===== config.mk =====
export PLATFORM = sky130hd
export DESIGN_NAME = dma_address_update_control
export DESIGN_NICKNAME = d
export VERILOG_FILES = /design/src/common/dma_addr_pkg.sv /design/src/rtl/rec_buffer.sv /design/src/rtl/dma_address_update_control.sv
export SDC_FILE = /design/constraint.sdc
export NUM_CORES = 1
export LEC_CHECK = 0
export BUFFER_PORTS_ARGS = -buffer_cell sky130_fd_sc_hd__buf_2
export CELL_PAD_IN_SITES_DETAIL_PLACEMENT = 0
export CELL_PAD_IN_SITES_GLOBAL_PLACEMENT = 1
export CORE_MARGIN = 2
export CORE_UTILIZATION = 45
export CTS_BUF_LIST = sky130_fd_sc_hd__clkbuf_8
export DETAILED_ROUTE_END_ITERATION = 8
export HOLD_SLACK_MARGIN = 0.02
export PLACE_DENSITY = 0.9
export SLEW_MARGIN = 20
export SYNTH_ARGS = -nofsm -noshare
export SYNTH_HDL_FRONTEND = slang
export SYNTH_SLANG_ARGS = --single-unit

===== constraint.sdc =====
create_clock -name clk_i -period 6.7 [get_ports clk_i]
set_input_delay 0.67 -clock clk_i [delete_from_list [all_inputs] [get_ports clk_i]]
set_output_delay 0.67 -clock clk_i [all_outputs]
set_load 0.03 [all_outputs]

===== src/common/dma_addr_pkg.sv =====
// Package: register map, field layout and modes of the address control block
package dma_addr_pkg;
   // Register byte offsets
   localparam logic [7:0]  OFS_ADDR_CTRL   = 8'h00;
   localparam logic [7:0]  OFS_SRC_ADDR    = 8'h04;
   localparam logic [7:0]  OFS_DST_ADDR    = 8'h08;
   localparam logic [7:0]  OFS_OFFSET      = 8'h0c;
   localparam logic [7:0]  OFS_CHAN_CTRL   = 8'h10;
   localparam logic [7:0]  OFS_BLOCK_SIZE  = 8'h14;
   // Address control field positions
   localparam int          POS_SINGLE_MODE = 31;
   localparam int          POS_DIRECTION   = 30;
   localparam int          POS_AREA_SEL    = 24;
   localparam int          POS_SRC_MODE    = 20;
   localparam int          POS_DST_MODE    = 16;
   localparam int          POS_SRC_OVF_IE  = 15;
   localparam int          POS_SRC_AREA    = 8;
   // Writable and reserved bits of the address control word
   localparam logic [31:0] ADDR_CTRL_WMASK = 32'hc333_9f00;
   localparam logic [31:0] ADDR_CTRL_RSVD  = 32'h00cc_6000;
   // Channel control field positions
   localparam int          POS_ENABLE      = 0;
   localparam int          POS_END_FLAG    = 1;
   localparam int          POS_ACC_SIZE    = 2;
   localparam int          POS_BLOCK_MODE  = 4;
   // Reset values
   localparam logic [31:0] RST_WORD        = 32'h0000_0000;
   localparam logic [15:0] RST_BLOCK       = 16'h0000;
   // Largest area code: 2^(26+1) bytes is 128 Mbytes
   localparam logic [4:0]  AREA_CODE_MAX   = 5'h1a;
   // Buffer shape: source, destination and size per access
   localparam int          REC_W           = 66;
   localparam int          BUF_DEPTH       = 2;

   typedef enum logic [1:0] {
      UPD_FIXED  = 2'h0,
      UPD_OFFSET = 2'h1,
      UPD_INC    = 2'h2,
      UPD_DEC    = 2'h3
   } upd_mode_t;

   typedef enum logic [1:0] {
      AREA_SRC  = 2'h0,
      AREA_DST  = 2'h1,
      AREA_NONE = 2'h2,
      AREA_BAD  = 2'h3
   } area_sel_t;

   typedef enum logic [1:0] {
      SIZE_BYTE = 2'h0,
      SIZE_WORD = 2'h1,
      SIZE_LONG = 2'h2
   } acc_size_t;

   typedef enum logic [1:0] {
      ST_IDLE  = 2'b00,
      ST_RUN   = 2'b01,
      ST_DEFER = 2'b11
   } chan_state_t;
endpackage : dma_addr_pkg


===== src/rtl/rec_buffer.sv =====
// Two-entry valid/ready buffer for access records
`timescale 1ns/100ps
module rec_buffer
   import dma_addr_pkg::*;
#(
   parameter int W = REC_W
) (
   input  wire logic         clk_i,
   input  wire logic         rst_i,
   input  wire logic         in_valid_i,
   output logic              in_ready_o,
   input  wire logic [W-1:0] in_data_i,
   output logic              out_valid_o,
   input  wire logic         out_ready_i,
   output logic [W-1:0]      out_data_o
);
   typedef struct packed {
      logic [BUF_DEPTH-1:0][W-1:0] mem;
      logic                        wr_ptr;
      logic                        rd_ptr;
      logic [1:0]                  count;
   } buf_t;

   buf_t buf_reg;
   buf_t buf_next;
   logic push;
   logic pop;

   // Handshakes; ready drops when both entries hold data
   assign in_ready_o  = (buf_reg.count != 2'h2);
   assign out_valid_o = (buf_reg.count != 2'h0);
   assign out_data_o  = buf_reg.mem[buf_reg.rd_ptr];
   assign push        = in_valid_i && in_ready_o;
   assign pop         = out_valid_o && out_ready_i;

   // Pointer and count update
   always_comb begin
      buf_next = buf_reg;
      if (push) begin
         buf_next.mem[buf_reg.wr_ptr] = in_data_i;
         buf_next.wr_ptr = ~buf_reg.wr_ptr;
      end
      if (pop) begin
         buf_next.rd_ptr = ~buf_reg.rd_ptr;
      end
      case ({push, pop})
         2'b10:   buf_next.count = buf_reg.count + 2'h1;
         2'b01:   buf_next.count = buf_reg.count - 2'h1;
         default: buf_next.count = buf_reg.count;
      endcase
   end

   // State register
   always_ff @(posedge clk_i) begin
      if (rst_i) begin
         buf_reg <= '0;
      end else begin
         buf_reg <= buf_next;
      end
   end

   a_buf_no_overrun: assert property (@(posedge clk_i) disable iff (rst_i)
      buf_reg.count <= 2'h2)
      else $error("buffer count above depth");
endmodule : rec_buffer


===== src/rtl/dma_address_update_control.sv =====
// DMA channel address update control with Wishbone register slave
// Notes on behaviour
// RULE_01 - Area select 01 destination, 10 none, 11 prohibited
// RULE_02 - Area select 00 puts area on source
// RULE_03 - Reserved control bits read zero, ignore writes
// RULE_04 - Source mode 00 fixed, 01 adds offset
// RULE_05 - Source mode 10/11 steps up/down by size
// RULE_06 - Single mode: unselected source ignores mode
// RULE_07 - Destination mode 00 fixed, 01 adds offset
// RULE_08 - Destination mode 10/11 steps by size
// RULE_09 - Single mode: unselected destination ignores mode
// RULE_10 - Source area overflow stops channel, sets flag
// RULE_11 - Block mode defers overflow stop to block end
// RULE_12 - Re-enable resumes from the halted state
// RULE_13 - Overflow enable ignored without source area
// RULE_14 - Overflow enable gates the overflow request
// RULE_15 - Area keeps upper bits, wraps low bits
// RULE_16 - Single mode direction picks source or destination
// RULE_17 - Offset modes use the programmed offset register
`timescale 1ns/100ps
module dma_address_update_control
   import dma_addr_pkg::*;
(
   input  wire logic        clk_i,
   input  wire logic        rst_i,
   input  wire logic        wb_cyc_i,
   input  wire logic        wb_stb_i,
   input  wire logic        wb_we_i,
   input  wire logic [7:0]  wb_adr_i,
   input  wire logic [3:0]  wb_sel_i,
   input  wire logic [31:0] wb_dat_i,
   output logic [31:0]      wb_dat_o,
   output logic             wb_ack_o,
   output logic             xfer_valid_o,
   input  wire logic        xfer_ready_i,
   output logic [31:0]      xfer_src_o,
   output logic [31:0]      xfer_dst_o,
   output logic [1:0]       xfer_size_o,
   output logic             src_block_area_o,
   output logic             dst_block_area_o,
   output logic             end_status_o
);
   typedef struct packed {
      logic [31:0] addr_ctrl;
      logic [31:0] src;
      logic [31:0] dst;
      logic [31:0] offset;
      logic        enable;
      logic        end_flag;
      logic [1:0]  acc_size;
      logic        block_mode;
      logic [15:0] block_size;
      logic [15:0] block_cnt;
      chan_state_t state;
      logic        ack;
      logic [31:0] rdata;
   } ctl_t;

   ctl_t ctl_reg;
   ctl_t ctl_next;

   // Byte-lane merge of a bus write
   function automatic logic [31:0] merge(input logic [31:0] old_v,
                                         input logic [31:0] new_v,
                                         input logic [3:0]  sel);
      logic [31:0] res;
      res = old_v;
      for (int i = 0; i < 4; i++) begin
         if (sel[i]) begin
            res[i*8 +: 8] = new_v[i*8 +: 8];
         end
      end
      return res;
   endfunction : merge

   // Low-bit mask of an extended area; code 0 means no area
   function automatic logic [31:0] area_mask(input logic [4:0] code);
      logic [5:0] sh;
      sh = 6'h00;
      if (code == 5'h00) begin
         return 32'hffff_ffff;
      end
      sh = (code > AREA_CODE_MAX) ? {1'b0, AREA_CODE_MAX} + 6'h01
                                  : {1'b0, code} + 6'h01;
      return (32'h0000_0001 << sh) - 32'h0000_0001;
   endfunction : area_mask

   // Step of one access; an unused size code steps as longword
   function automatic logic [31:0] step(input logic [1:0] size);
      case (size)
         SIZE_BYTE: return 32'h0000_0001;
         SIZE_WORD: return 32'h0000_0002;
         default:   return 32'h0000_0004;
      endcase
   endfunction : step

   // Raw next address for one update mode
   function automatic logic [31:0] upd_addr(input logic [31:0] addr,
                                            input logic [1:0]  mode,
                                            input logic [1:0]  size,
                                            input logic [31:0] ofs);
      case (mode)
         UPD_FIXED:  return addr;
         UPD_OFFSET: return addr + ofs;
         UPD_INC:    return addr + step(size);
         default:    return addr - step(size);
      endcase
   endfunction : upd_addr

   logic        bus_req;
   logic        bus_wr;
   logic        single_mode;
   logic        direction;
   logic [1:0]  area_sel;
   logic [1:0]  src_mode;
   logic [1:0]  dst_mode;
   logic        src_ovf_ie;
   logic [4:0]  src_area;
   logic        src_active;
   logic        dst_active;
   logic        area_set;
   logic [31:0] src_mask;
   logic [31:0] src_raw;
   logic [31:0] src_upd;
   logic [31:0] dst_upd;
   logic        src_ovf;
   logic        ovf_irq;
   logic        block_end;
   logic [15:0] block_len;
   logic        push;
   logic        buf_ready;
   logic        stop;
   logic [31:0] wmerge;
   logic [REC_W-1:0] rec_out;

   // Field views of the address control word
   assign single_mode = ctl_reg.addr_ctrl[POS_SINGLE_MODE];
   assign direction   = ctl_reg.addr_ctrl[POS_DIRECTION];
   assign area_sel    = ctl_reg.addr_ctrl[POS_AREA_SEL +: 2];
   assign src_mode    = ctl_reg.addr_ctrl[POS_SRC_MODE +: 2];
   assign dst_mode    = ctl_reg.addr_ctrl[POS_DST_MODE +: 2];
   assign src_ovf_ie  = ctl_reg.addr_ctrl[POS_SRC_OVF_IE];
   assign src_area    = ctl_reg.addr_ctrl[POS_SRC_AREA +: 5];

   // RULE_16 direction picks address
   // RULE_06 unselected source frozen
   // RULE_09 unselected destination frozen
   assign src_active  = !(single_mode && direction);
   assign dst_active  = !(single_mode && !direction);

   // RULE_01 area select decode
   // RULE_02 source area at 00
   // A prohibited 11 code selects no area at all
   assign src_block_area_o = (area_sel == AREA_SRC);
   assign dst_block_area_o = (area_sel == AREA_DST);

   // RULE_04 source fixed or offset
   // RULE_05 source step by size
   // RULE_17 programmed offset used
   assign src_raw  = upd_addr(ctl_reg.src, src_mode, ctl_reg.acc_size,
                              ctl_reg.offset);
   assign src_mask = area_mask(src_area);
   assign area_set = (src_area != 5'h00);
   // RULE_15 upper bits held
   assign src_upd  = (ctl_reg.src & ~src_mask) | (src_raw & src_mask);
   // Overflow shows as a carry or borrow out of the masked low bits
   assign src_ovf  = area_set && (((src_raw ^ ctl_reg.src) & ~src_mask)
                                  != 32'h0000_0000);

   // RULE_07 destination fixed or offset
   // RULE_08 destination step by size
   assign dst_upd = upd_addr(ctl_reg.dst, dst_mode, ctl_reg.acc_size,
                             ctl_reg.offset);

   // One access record leaves each cycle the channel is enabled and out of ST_IDLE and the buffer has room
   assign push      = (ctl_reg.state != ST_IDLE) && ctl_reg.enable
                      && buf_ready;
   // RULE_13 enable needs an area
   // RULE_14 enable gates request
   assign ovf_irq   = push && src_active && src_ovf && src_ovf_ie;
   assign block_len = (ctl_reg.block_size == 16'h0000) ? 16'h0001
                                                       : ctl_reg.block_size;
   assign block_end = push && ctl_reg.block_mode
                      && (ctl_reg.block_cnt + 16'h0001 >= block_len);
   // RULE_10 overflow halts channel
   // RULE_11 block mode defers halt
   assign stop = (ovf_irq && (!ctl_reg.block_mode || block_end))
                 || ((ctl_reg.state == ST_DEFER) && block_end);

   assign bus_req = wb_cyc_i && wb_stb_i && !ctl_reg.ack;
   assign bus_wr  = bus_req && wb_we_i;

   // Next state: engine first, bus writes after, hardware events last
   always_comb begin
      ctl_next     = ctl_reg;
      ctl_next.ack = bus_req;
      wmerge       = 32'h0000_0000;
      if (push) begin
         if (src_active) begin
            ctl_next.src = src_upd;
         end
         if (dst_active) begin
            ctl_next.dst = dst_upd;
         end
         ctl_next.block_cnt = block_end ? 16'h0000
                                        : ctl_reg.block_cnt + 16'h0001;
      end
      // Count runs only in block mode, so a first block is never short
      if (!ctl_reg.block_mode) begin
         ctl_next.block_cnt = 16'h0000;
      end
      // Read data; unmapped offsets answer zero
      case (wb_adr_i)
         // RULE_03 reserved read zero
         OFS_ADDR_CTRL:  ctl_next.rdata = ctl_reg.addr_ctrl
                                          & ADDR_CTRL_WMASK;
         OFS_SRC_ADDR:   ctl_next.rdata = ctl_reg.src;
         OFS_DST_ADDR:   ctl_next.rdata = ctl_reg.dst;
         OFS_OFFSET:     ctl_next.rdata = ctl_reg.offset;
         OFS_CHAN_CTRL:  ctl_next.rdata = {27'h0, ctl_reg.block_mode,
                                           ctl_reg.acc_size,
                                           ctl_reg.end_flag,
                                           ctl_reg.enable};
         OFS_BLOCK_SIZE: ctl_next.rdata = {16'h0000, ctl_reg.block_size};
         default:        ctl_next.rdata = 32'h0000_0000;
      endcase
      if (bus_wr) begin
         case (wb_adr_i)
            OFS_ADDR_CTRL: begin
               wmerge = merge(ctl_reg.addr_ctrl, wb_dat_i, wb_sel_i);
               // RULE_03 reserved writes dropped
               ctl_next.addr_ctrl = wmerge & ADDR_CTRL_WMASK;
            end
            OFS_SRC_ADDR: begin
               ctl_next.src = merge(ctl_reg.src, wb_dat_i, wb_sel_i);
            end
            OFS_DST_ADDR: begin
               ctl_next.dst = merge(ctl_reg.dst, wb_dat_i, wb_sel_i);
            end
            OFS_OFFSET: begin
               ctl_next.offset = merge(ctl_reg.offset, wb_dat_i, wb_sel_i);
            end
            OFS_CHAN_CTRL: begin
               if (wb_sel_i[0]) begin
                  // RULE_12 resume keeps addresses
                  ctl_next.enable     = wb_dat_i[POS_ENABLE];
                  ctl_next.acc_size   = wb_dat_i[POS_ACC_SIZE +: 2];
                  ctl_next.block_mode = wb_dat_i[POS_BLOCK_MODE];
                  // Flag clears by writing one
                  if (wb_dat_i[POS_END_FLAG]) begin
                     ctl_next.end_flag = 1'b0;
                  end
               end
            end
            OFS_BLOCK_SIZE: begin
               wmerge = merge({16'h0000, ctl_reg.block_size}, wb_dat_i,
                              wb_sel_i);
               ctl_next.block_size = wmerge[15:0];
            end
            default: begin
               wmerge = 32'h0000_0000;
            end
         endcase
      end
      // Channel state; a halt beats a same-cycle software enable
      case (ctl_reg.state)
         ST_IDLE: begin
            if (ctl_reg.enable) begin
               ctl_next.state = ST_RUN;
            end
         end
         ST_RUN: begin
            if (ovf_irq && ctl_reg.block_mode && !block_end) begin
               ctl_next.state = ST_DEFER;
            end
         end
         ST_DEFER: begin
            ctl_next.state = ST_DEFER;
         end
         default: begin
            ctl_next.state = ST_IDLE;
         end
      endcase
      if (!ctl_next.enable) begin
         ctl_next.state = ST_IDLE;
      end
      if (stop) begin
         ctl_next.enable   = 1'b0;
         ctl_next.end_flag = 1'b1;
         ctl_next.state    = ST_IDLE;
      end
   end

   // State register
   always_ff @(posedge clk_i) begin
      if (rst_i) begin
         ctl_reg            <= '0;
         ctl_reg.addr_ctrl  <= RST_WORD;
         ctl_reg.block_size <= RST_BLOCK;
         ctl_reg.state      <= ST_IDLE;
      end else begin
         ctl_reg <= ctl_next;
      end
   end

   assign wb_ack_o     = ctl_reg.ack;
   assign wb_dat_o     = ctl_reg.rdata;
   assign end_status_o = ctl_reg.end_flag;

   // A stalled receiver fills the buffer and stops address updates
   rec_buffer #(
      .W (REC_W)
   ) rec_buffer_i (
      .clk_i       (clk_i),
      .rst_i       (rst_i),
      .in_valid_i  (push),
      .in_ready_o  (buf_ready),
      .in_data_i   ({ctl_reg.src, ctl_reg.dst, ctl_reg.acc_size}),
      .out_valid_o (xfer_valid_o),
      .out_ready_i (xfer_ready_i),
      .out_data_o  (rec_out)
   );
   assign xfer_src_o  = rec_out[65:34];
   assign xfer_dst_o  = rec_out[33:2];
   assign xfer_size_o = rec_out[1:0];

   a_rsvd_read_zero: assert property (@(posedge clk_i) disable iff (rst_i) // RULE_03
      $past(bus_req && wb_adr_i == OFS_ADDR_CTRL) |->
         (wb_dat_o & ADDR_CTRL_RSVD) == 32'h0000_0000)
      else $error("reserved control bits read nonzero");
   a_src_fixed_mode: assert property (@(posedge clk_i) disable iff (rst_i) // RULE_04
      push && src_mode == UPD_FIXED && !bus_wr |=>
         ctl_reg.src == $past(ctl_reg.src))
      else $error("fixed source address moved");
   a_src_offset_add: assert property (@(posedge clk_i) disable iff (rst_i) // RULE_17
      push && src_active && src_mode == UPD_OFFSET && !area_set
         && !bus_wr |=>
         ctl_reg.src == $past(ctl_reg.src) + $past(ctl_reg.offset))
      else $error("source offset add wrong");
   a_src_inc_long: assert property (@(posedge clk_i) disable iff (rst_i) // RULE_05
      push && src_active && src_mode == UPD_INC && !area_set
         && ctl_reg.acc_size == SIZE_LONG && !bus_wr |=>
         ctl_reg.src == $past(ctl_reg.src) + 32'h0000_0004)
      else $error("source longword increment wrong");
   a_src_dec_byte: assert property (@(posedge clk_i) disable iff (rst_i) // RULE_05
      push && src_active && src_mode == UPD_DEC && !area_set
         && ctl_reg.acc_size == SIZE_BYTE && !bus_wr |=>
         ctl_reg.src == $past(ctl_reg.src) - 32'h0000_0001)
      else $error("source byte decrement wrong");
   a_src_single_hold: assert property (@(posedge clk_i) disable iff (rst_i) // RULE_06
      push && single_mode && direction && !bus_wr |=>
         $stable(ctl_reg.src))
      else $error("unselected source address moved");
   a_dst_inc_word: assert property (@(posedge clk_i) disable iff (rst_i) // RULE_08
      push && dst_active && dst_mode == UPD_INC
         && ctl_reg.acc_size == SIZE_WORD && !bus_wr |=>
         ctl_reg.dst == $past(ctl_reg.dst) + 32'h0000_0002)
      else $error("destination word increment wrong");
   a_dst_fixed_mode: assert property (@(posedge clk_i) disable iff (rst_i) // RULE_07
      push && dst_mode == UPD_FIXED && !bus_wr |=> $stable(ctl_reg.dst))
      else $error("fixed destination address moved");
   a_dst_single_hold: assert property (@(posedge clk_i) disable iff (rst_i) // RULE_09
      push && single_mode && !direction && !bus_wr |=>
         $stable(ctl_reg.dst))
      else $error("unselected destination address moved");
   a_ovf_halts_chan: assert property (@(posedge clk_i) disable iff (rst_i) // RULE_10
      ovf_irq && !ctl_reg.block_mode |=>
         !ctl_reg.enable && ctl_reg.end_flag)
      else $error("overflow did not halt channel");
   a_ovf_block_defer: assert property (@(posedge clk_i) disable iff (rst_i) // RULE_11
      ovf_irq && ctl_reg.block_mode && !block_end && !bus_wr |=>
         ctl_reg.enable && ctl_reg.state == ST_DEFER)
      else $error("block overflow halted early");
   a_no_area_runs: assert property (@(posedge clk_i) disable iff (rst_i) // RULE_13
      push && !area_set && ctl_reg.state == ST_RUN && !block_end
         && !bus_wr |=> ctl_reg.enable)
      else $error("channel halted without an area");
   a_area_upper_hold: assert property (@(posedge clk_i) disable iff (rst_i) // RULE_15
      push && area_set && src_active && !bus_wr |=>
         (ctl_reg.src & ~$past(src_mask))
            == ($past(ctl_reg.src) & ~$past(src_mask)))
      else $error("area upper source bits changed");
   a_resume_keeps: assert property (@(posedge clk_i) disable iff (rst_i) // RULE_12
      $rose(ctl_reg.enable) |-> $stable(ctl_reg.src) && $stable(ctl_reg.dst))
      else $error("resume changed addresses");
   a_area_decode: assert property (@(posedge clk_i) disable iff (rst_i) // RULE_01
      dst_block_area_o |-> area_sel == AREA_DST && !src_block_area_o)
      else $error("area select decode wrong");
endmodule : dma_address_update_control


Word-level counts from Yosys, hierarchy flattened. Index checks and enable logic that the tools add are counted.

Register bits after elaboration: 318. Input bits: 50. Output and inout bits: 103. Logic and storage cells: 189.

Add/subtract/negate cells: 11. $lt $le $gt $ge: 5. Equality and inequality tests: 26. Shift-type cells: 1. Mux-type cells: 45. Bitwise operators: 10. Reduce and logical (&&, ||, !) cells: 61.

Operator list (number): two-way mux 32 bit (11); two-way mux 66 bit (3); one-hot mux 32 bit (3 select lines) (2); one-hot mux 32 bit (6 select lines) (1); bitwise mux 132 bit (1); adder 32 bit (4); two-way mux 117 bit (1); bitwise AND 32 bit (3); two-way mux 8 bit (10); demux 66 bit (select 1 bit) (1); two-way mux 64 bit (1); subtractor 32 bit (2); two-way mux 16 bit (3); NOT 32 bit (1); OR 32 bit (1); nonzero test 32 bit (1); << shifter 1 x 6 -> 32 bit, first input constant (1); subtractor 32 x 1 -> 32 bit, second input constant (1); XOR 32 bit (1); AND reduction 3 bit (10); != test 3 bit, second input constant (8); logical AND 1 bit (20); adder 16 x 1 -> 16 bit, second input constant (1); == test 8 x 4 -> 1 bit, second input constant (2); other kinds (32) (69).

Logic depth before layout (Yosys ltp). Gate-level depths: netlist of run 1.

Word-level depth: 15. Gate-level depth with buffers: 20. Gate-level depth less buffers: 18.

Hierarchy. Synthesis of run 1 repeated with hierarchy kept, for this count alone.

Cells, all modules: 2628. Area, all modules: 21444.3 µm².

By module, submodules not included: dma_address_update_control (times used 1, cells an instance 1952, area each 15009.4 µm², sequential area each 3643.5 µm²); rec_buffer (times used 1, cells an instance 676, area each 6434.9 µm², sequential area each 2722.6 µm²).

Worst setup path after synthesis of run 1. Ideal clock, no wire load.

Path type: register to register. Start point: register ctl_reg[188] in the netlist's numbering. End point: register ctl_reg (netlist bit end_status_o). Library setup time: 0.116 ns. Arrival: 4.161 ns. Required time: 6.584 ns. Path slack: 2.423 ns. Cell stages (with the launch flop): 19. Path buffers: 4. Period minus slack after synthesis: 4.277 ns. Cell sequence: dfxtp_1 inv_1 ha_1 clkbuf_1 clkbuf_1 buf_1 nand2_1 ha_1 buf_6 a2111o_1 o21ai_4 o21ai_2 a21oi_4 o21ai_2 a311oi_2 xnor3_1 a311oi_2 a21oi_2 a31o_1.

Word-level cells in the longest chain between the ends: 12. Elaborated cells on any way between the ends: 18. Those cells by class: eq/ne: 2; mux: 2; bitwise: 2; reduce/logical: 12.

Ends and longest elaborated chain: from (decl) (RTL line dma_address_update_control.sv:59) `ctl_t ctl_reg;`; from (signal assigned) (RTL line dma_address_update_control.sv:302) `ctl_reg <= ctl_next;`; == test 2 bit (tied with other cells) (RTL line dma_address_update_control.sv:102) `case (mode)`; one-hot mux 32 bit (3 select lines) (*) (RTL line dma_address_update_control.sv:102); XOR 32 bit (*) (RTL line dma_address_update_control.sv:167) `assign src_ovf = area_set && (((src_raw ^ ctl_reg.src) & ~src_mask)`; bitwise AND 32 bit (*) (RTL line dma_address_update_control.sv:167); nonzero test 32 bit (*) (RTL line dma_address_update_control.sv:167); logical AND 1 bit (*) (RTL line dma_address_update_control.sv:167); logical AND 1 bit (*) (2 in a row) (RTL line dma_address_update_control.sv:180) `assign ovf_irq = push && src_active && src_ovf && src_ovf_ie;`; logical AND 1 bit (*) (RTL line dma_address_update_control.sv:187) `assign stop = (ovf_irq && (!ctl_reg.block_mode || block_end))`; logical OR 1 bit (*) (RTL line dma_address_update_control.sv:188) `|| ((ctl_reg.state == ST_DEFER) && block_end);`; nonzero test 2 bit (no source line); AND reduction 4 bit (no source line).

Every way passes the cells marked *; elsewhere a longest branch is shown, timed or not. A chain may end at the register's enable or synchronous reset.

Worst setup path in the final report of run 1.
Start point: register ctl_reg[176] in the netlist's numbering. End point: register ctl_reg[34] in the netlist's numbering.

Word-level cells in the longest chain between the ends: 15. Elaborated cells on any way between the ends: 22. Those cells by class: add/sub: 2; order compare: 1; eq/ne: 1; shift: 1; mux: 3; bitwise: 2; reduce/logical: 12.

Ends and longest elaborated chain: adder 5 x 1 -> 6 bit / > comparator 5 bit (equally long branches) (RTL line dma_address_update_control.sv:84, dma_address_update_control.sv:83); two-way mux 6 bit (RTL line dma_address_update_control.sv:83) `sh = (code > AREA_CODE_MAX) ? {1'b0, AREA_CODE_MAX} + 6'h01`; << shifter 1 x 6 -> 32 bit (RTL line dma_address_update_control.sv:85) `return (32'h0000_0001 << sh) - 32'h0000_0001;`; subtractor 32 x 1 -> 32 bit (RTL line dma_address_update_control.sv:85); two-way mux 32 bit (RTL line dma_address_update_control.sv:83); NOT 32 bit (RTL line dma_address_update_control.sv:167); bitwise AND 32 bit (RTL line dma_address_update_control.sv:167); nonzero test 32 bit (RTL line dma_address_update_control.sv:167); logical AND 1 bit (*) (RTL line dma_address_update_control.sv:167); logical AND 1 bit (*) (2 in a row) (RTL line dma_address_update_control.sv:180); logical AND 1 bit (2 in a row) (RTL line dma_address_update_control.sv:273) `if (ovf_irq && ctl_reg.block_mode && !block_end) begin`; != test 2 bit (no source line); AND reduction 2 bit (no source line).

Marked as above.

==> Implementation_results.wiki, run 1 <==
{| class="wikitable"
! Metric !! Value
|-
| Outcome || completed
|-
| Mapped cell area || 20900 µm²
|-
| Number of buffers added to fix hold violations after cts || 0
|-
| RSZ-0062 raised after global routing || false
|-
| Setup slack of the worst register-to-register path || 1.29 ns
|-
| Post-DP HPWL || 57.6 mm
|-
| Cells along the critical path || ha_1 > xor2_1 > nor2_1 > nand4_1 > ha_1 > o2111ai_1 > a21boi_4 > nor3_1 > o21ai_1 > xnor2_1 > o32ai_1 > nor4_2 > a21oi_2 > mux2i_1
|-
| Pre-CTS WS || 1.52 ns
|-
| Share of power burned in the clock network || 50.1%
|-
| Number of enable flip-flop cells after synthesis || 0
|-
| Startpoint of the lowest-slack register-to-register path || ctl_reg[176]
|-
| Element type at the critical path end || flop
|-
| Final Wtd Congestion || 0.980
|-
| Initial core utilization || 45.3%
|-
| Power per Cell Area || 176 nW/µm²
|-
| TritonCTS clock tree || done
|-
| Total wire length after detailed routing || 77.0 mm
|-
| Global-route congestion overflow total || 0
|-
| Total DRC errors in the routed layout || 0
|-
| Final Skew || 0.0680 ns
|-
| Max FO, Critical Path || 23
|-
| Slowest cell on the critical path || sky130_fd_sc_hd__dfxtp_1
|-
| Sequential cell fraction of total power || 46.7%
|-
| Timing-limited maximum frequency || 185 MHz
|-
| Type of the worst min-delay path || in2reg
|-
| Die span in x || 220 µm
|-
| Synth area leader || sky130_fd_sc_hd__dfxtp_1
|-
| DRT iter0 DRCs || 2115
|-
| Root buffer selected by CTS || sky130_fd_sc_hd__clkbuf_8
|-
| Drt pass-1 iters || 6
|-
| Most repeated library cell on the critical path || sky130_fd_sc_hd__ha_1
|-
| Delay contributed by the slowest stage of the critical path || 0.83 ns
|-
| Register bit count reported by yosys || 318
|-
| Setup crit start || ctl_reg[176]
|-
| Remaining antenna violation count after routing || 0
|-
| Total CTS buffers || 56
|-
| Sequential area share after synthesis || 30.4%
|-
| H-Tree Level Count || 2
|-
| Design internal power || 3.05 mW
|-
| Number of nets in the layout || 2889
|-
| Power dissipated by switching net loads || 1.00 mW
|-
| Critical Setup Path Class || reg2reg
|-
| Height of the chip || 220 µm
|-
| Main synth FF type || sky130_fd_sc_hd__dfxtp_1
|-
| Synth Warn # || 0
|-
| Maximum number of pins on one net before global-route repair || 168
|-
| Clk Latency, worst-skew pair || 0.69 ns
|-
| Final setup violation count || 0
|-
| Worst path arrival time || 5.97 ns
|-
| Final slew viol count || 0
|-
| Nature of the critical path startpoint || flop
|-
| Count of distinct cell types in the synthesized netlist || 102
|-
| Share of layout cells above drive strength 1 || 14.3%
|-
| Fraction of post-synthesis cell area in the top cell type by area || 30.4%
|-
| Mapped Nets || 2867
|-
| Number of instances in the synthesized netlist || 2725
|-
| Number of vias per cell after detailed routing || 6.02
|-
| Worst slew margin relative to its limit || 23.8%
|-
| Antenna violations before repair || 1
|-
| Minimum clock period || 5.41 ns
|-
| Core footprint || 46300 µm²
|-
| Number of buffers added for setup after CTS || 0
|-
| Clock slew seen by the registers of the worst setup and hold paths || 0.07 ns
|-
| Final period utilization || 80.8%
|-
| Global-route wire length before repair || 115 mm
|-
| Final cell count without fillers || 3403
|-
| Synthesis-to-layout area growth || 9.71%
|-
| Reported leakage power || 9.17 nW
|-
| Switching Fraction || 24.8%
|-
| Comb pwr share || 3.2%
|-
| Full die area || 48300 µm²
|-
| WL/cell || 22.6 µm
|-
| Cell types with the largest area share after synthesis || sky130_fd_sc_hd__dfxtp_1 (30%), sky130_fd_sc_hd__nand2_1 (10%), sky130_fd_sc_hd__a21oi_1 (7.1%)
|-
| Final Hold Slack || 0.234 ns
|-
| Tightest Pin Transition || 1.14 ns
|-
| Data required time of the worst path || 7.26 ns
|-
| Count of buffers from port buffering || 152
|-
| Max FFs per register || 146
|-
| Via count of the first global-routing pass || 19100
|-
| Clock buffer depth || 3
|-
| Aggregate negative setup slack || 0 ns
|-
| Endpoint of the worst register-to-register path || ctl_reg[34]
|-
| Most common cell after layout, fill and taps aside || sky130_fd_sc_hd__nand2_1
|-
| I/O pins || 153
|-
| Post-synth ARST share || 0%
|-
| Cell count of the worst reg-to-reg path || 14
|-
| Total routing resource utilization after global routing || 31.1%
|-
| Max cap viols || 0
|-
| Max rail drop VDD || 0.182 mV
|-
| Clock sink total || 318
|-
| Vias post-DR || 20500
|-
| Final hold violation count || 0
|-
| Post-cts sizing count || 0
|-
| Site row count || 79
|-
| Worst-case setup margin in the final layout || 1.29 ns
|-
| Highest-count cells in the layout ignoring fill and taps || sky130_fd_sc_hd__nand2_1 (566), sky130_fd_sc_hd__dfxtp_1 (317), sky130_fd_sc_hd__a21oi_1 (299)
|-
| Post-Synthesis Mean Instance Area || 7.69 µm²
|-
| Placed cell count || 3296
|-
| Crit path to || ctl_reg[34]
|}
-- area by class of cell --
| cell class | count | area (µm²) |
|---|---|---|
| clock buffers | 68 | 936 |
| multi-input cells | 2154 | 13500 |
| flip-flops and latches | 318 | 6370 |
| repair buffers | 175 | 952 |
| clock inverters | 37 | 320 |
| inverters | 42 | 158 |
| diodes | 2 | 5.00 |
| fillers | 4557 | 23300 |
| well taps | 607 | 759 |
-- critical path: cells and delay by family (launching register included) --
family / cells / cell delay (ns)
flops: 1 / 0.83
simple gates: 4 / 1.19
fa+ha+maj: 2 / 1.05
compound gates: 5 / 1.56
mux: 1 / 0.24
xor+xnor: 2 / 0.43
-- power groups by stage --
| stage | Clock, mW | Sequential [mW] | Combinational (mW) |
|---|---|---|---|
| floorplan | 0 | 1.93 | 0.0669 |
| global placement | 0 | 1.93 | 0.126 |
| detailed placement | 0 | 1.93 | 0.127 |
| CTS | 2.06 | 1.89 | 0.127 |
| global route | 2.14 | 1.89 | 0.135 |
| finish | 2.03 | 1.89 | 0.131 |
-- worst min path at each step --
| stage | startpoint | endpoint | slack (ns) | depth (start not counted) |
|---|---|---|---|---|
| 5_1_grt | wb_stb_i | wb_ack_o | 0.23 | 3 |
| 6_report | wb_stb_i | wb_ack_o | 0.23 | 3 |
| 3_3_place_gp | wb_ack_o | wb_ack_o | 0.42 | 1 |
| 3_5_place_dp | wb_ack_o | wb_ack_o | 0.44 | 1 |
| 4_1_cts | wb_stb_i | wb_ack_o | 0.19 | 3 |
| 2_1_floorplan | rec_buffer_i.buf_reg[100] | rec_buffer_i.buf_reg[100] | 0.43 | 2 |
-- metrics by stage --
step	utilization, %	total power [mW]	instance area [µm²]
finish	49.7	4.05	23000
global route	49.7	4.16	23000
CTS	49.7	4.08	23000
detailed placement	47.0	2.06	21700
global placement	47.0	2.06	21700
floorplan	-	2.00	20900
-- metal layers --
layer | track usage [%] | part of all wire, %
met2 | 50.1 | 46
met4 | 10.4 | 3.4
met5 | 0 | 0
met1 | 42.0 | 44
met3 | 5.19 | 6.8
-- cell families (layout without fill, tap and decap cells) --
kind of cell	Yosys count	in the layout	synth area share, %
AOI/OAI and AO/OA	701	701	21.8
xor gates and xnor gates	117	117	5.45
adders and majority gates	93	93	5.61
buffers and inverters	253	322	5.45
DFF	318	318	30.4
muxes	166	166	8.44
other	0	2	0
and+or+nand+nor	1077	1077	22.9
-- Yosys cell counts (all sizes together) (30+ instances only) --
library cell	n
nor3	39
nand2	568
a21o	36
a211oi	59
mux2i	84
xnor2	56
inv	42
nand3	93
ha	90
buf	78
nor2b	30
nor2	193
xor2	53
clkbuf	133
a21oi	304
o21ai	91
dfxtp	318
mux2	82
Power figures use the tool's default switching activity.
==> run 2: changes to the inputs <==
==> constraint.sdc (replaced) <==
create_clock -name clk_i -period 5.1 [get_ports clk_i]
set_input_delay 0.51 -clock clk_i [delete_from_list [all_inputs] [get_ports clk_i]]
set_output_delay 0.51 -clock clk_i [all_outputs]
set_load 0.03 [all_outputs]
==> run 2 against run 1 <==
Sequential power grew 32%; flip-flop and latch count unchanged; clock-buffer cell count grew 4; die area unchanged; critical endpoint is now end_status_o; highest routed layer unchanged.
==> Implementation_results.wiki, run 2 (synthesis gave the netlist of run 1 again) <==
{| class="wikitable"
! Metric !! Value
|-
| Worst slew margin relative to its limit || 23.4%
|-
| Outcome || completed
|-
| Worst path arrival time || 5.31 ns
|-
| Global-route wire length before repair || 117 mm
|-
| Final Hold Slack || 0.117 ns
|-
| Minimum clock period || 4.77 ns
|-
| Timing-limited maximum frequency || 210 MHz
|-
| Clock sink total || 318
|-
| Number of buffers added for setup after CTS || 0
|-
| Aggregate negative setup slack || 0 ns
|-
| Setup slack of the worst register-to-register path || 0.33 ns
|-
| Most common cell after layout, fill and taps aside || sky130_fd_sc_hd__nand2_1
|-
| Remaining antenna violation count after routing || 0
|-
| Clock buffer depth || 3
|-
| Cell count of the worst reg-to-reg path || 21
|-
| Total CTS buffers || 56
|-
| Share of layout cells above drive strength 1 || 15.3%
|-
| RSZ-0062 raised after global routing || false
|-
| Final cell count without fillers || 3441
|-
| I/O pins || 153
|-
| Root buffer selected by CTS || sky130_fd_sc_hd__clkbuf_8
|-
| Core footprint || 46300 µm²
|-
| Max FFs per register || 146
|-
| Data required time of the worst path || 5.64 ns
|-
| Number of nets in the layout || 2928
|-
| Global-route congestion overflow total || 0
|-
| Highest-count cells in the layout ignoring fill and taps || sky130_fd_sc_hd__nand2_1 (566), sky130_fd_sc_hd__dfxtp_1 (317), sky130_fd_sc_hd__a21oi_1 (299)
|-
| Worst-case setup margin in the final layout || 0.331 ns
|-
| Nature of the critical path startpoint || flop
|-
| Max cap viols || 0
|-
| TritonCTS clock tree || done
|-
| Number of diodes || 0
|-
| Max rail drop VDD || 0.238 mV
|-
| Type of the worst min-delay path || in2reg
|-
| Clock slew seen by the registers of the worst setup and hold paths || 0.07 ns
|-
| Max FO, Critical Path || 9
|-
| Post-cts sizing count || 0
|-
| Final slew viol count || 0
|-
| Total DRC errors in the routed layout || 0
|-
| WL/cell || 22.7 µm
|-
| Final hold violation count || 0
|-
| Maximum number of pins on one net before global-route repair || 200
|-
| Clk Latency, worst-skew pair || 0.65 ns
|-
| Tightest Pin Transition || 1.15 ns
|-
| Height of the chip || 220 µm
|-
| Placed cell count || 3335
|-
| Number of vias per cell after detailed routing || 6.02
|-
| Final Wtd Congestion || 0.965
|-
| WHS Path Cells || 3
|-
| Drt pass-1 iters || 6
|-
| Vias post-DR || 20700
|-
| Antenna violations before repair || 1
|-
| Reported leakage power || 9.39 nW
|-
| Initial core utilization || 45.3%
|-
| Total routing resource utilization after global routing || 31.6%
|-
| Total wire length after detailed routing || 78.0 mm
|-
| Element type at the critical path end || flop
|-
| Full die area || 48300 µm²
|-
| H-Tree Level Count || 2
|-
| Die span in x || 220 µm
|-
| Critical Setup Path Class || reg2reg
|-
| Final Skew || 0.0152 ns
|-
| Power per Cell Area || 226 nW/µm²
|-
| Post-layout power || 5.27 mW
|-
| Post-DP HPWL || 58.4 mm
|-
| Count of buffers from port buffering || 152
|-
| Pre-CTS WS || 0.354 ns
|-
| Number of buffers added to fix hold violations after cts || 0
|-
| Final period utilization || 93.5%
|-
| Final setup violation count || 0
|-
| Site row count || 79
|-
| DRT iter0 DRCs || 2265
|-
| Synthesis-to-layout area growth || 11.1%
|-
| Via count of the first global-routing pass || 19300
|}
## run 2: metrics by stage
stage | util, % | area, µm²
2_1_floorplan | - | 20900
6_report | 50.3 | 23300
3_5_place_dp | 47.6 | 22000
4_1_cts | 50.3 | 23300
3_3_place_gp | 47.6 | 22000
5_1_grt | 50.3 | 23300
## run 2: routing by layer
| layer | wire [µm] | up-vias | GRT usage [%] |
|---|---|---|---|
| met2 | 36100 | 852 | 51.8 |
| met1 | 34000 | 9972 | 42.8 |
| met5 | 0 | - | 0 |
| met4 | 2230 | 0 | 9.73 |
| li1 | - | 9755 | - |
| met3 | 5660 | 141 | 4.57 |
## run 2: path summary, 6_finish.rpt
path,from,endpoint
worst max-delay path,ctl_reg[188],end_status_o
worst min-delay path,wb_stb_i,wb_ack_o
worst max register to register,ctl_reg[188],end_status_o
worst min register to register,wb_ack_o,wb_ack_o
## run 2: layout make-up
| type | count | area [µm²] |
|---|---|---|
| Multi-Input combinational cell | 2154 | 13500 |
| Inverter | 42 | 158 |
| Fill cell | 4632 | 23000 |
| Timing Repair Buffer | 214 | 1260 |
| Clock inverter | 34 | 259 |
| Sequential cell | 318 | 6370 |
| Tap cell | 607 | 759 |
| Clock buffer | 72 | 991 |
## run 2: critical path, stage by stage, from the launching register on
cell and delay, ns:
sky130_fd_sc_hd__dfxtp_1 0.39, sky130_fd_sc_hd__inv_1 0.08, sky130_fd_sc_hd__ha_1 0.33, sky130_fd_sc_hd__buf_4 0.17, sky130_fd_sc_hd__nand2b_1 0.07, sky130_fd_sc_hd__a32o_1 0.13
sky130_fd_sc_hd__ha_1 0.16, sky130_fd_sc_hd__inv_1 0.06, sky130_fd_sc_hd__fa_1 0.38, sky130_fd_sc_hd__nand2b_1 0.19, sky130_fd_sc_hd__a21oi_1 0.37, sky130_fd_sc_hd__o21ai_4 0.15
sky130_fd_sc_hd__o31ai_2 0.25, sky130_fd_sc_hd__buf_4 0.19, sky130_fd_sc_hd__mux2i_1 0.27, sky130_fd_sc_hd__nor4_1 0.10, sky130_fd_sc_hd__a2111oi_1 0.40, sky130_fd_sc_hd__nand4_1 0.16
sky130_fd_sc_hd__a311oi_2 0.31, sky130_fd_sc_hd__a21oi_2 0.10, sky130_fd_sc_hd__buf_4 0.18, sky130_fd_sc_hd__a31o_1 0.20
## run 2: where the power goes
part | internal, mW | switching (mW)
clock | 1.48 | 1.13
sequential | 2.48 | 0.000813
combinational | 0.0411 | 0.131
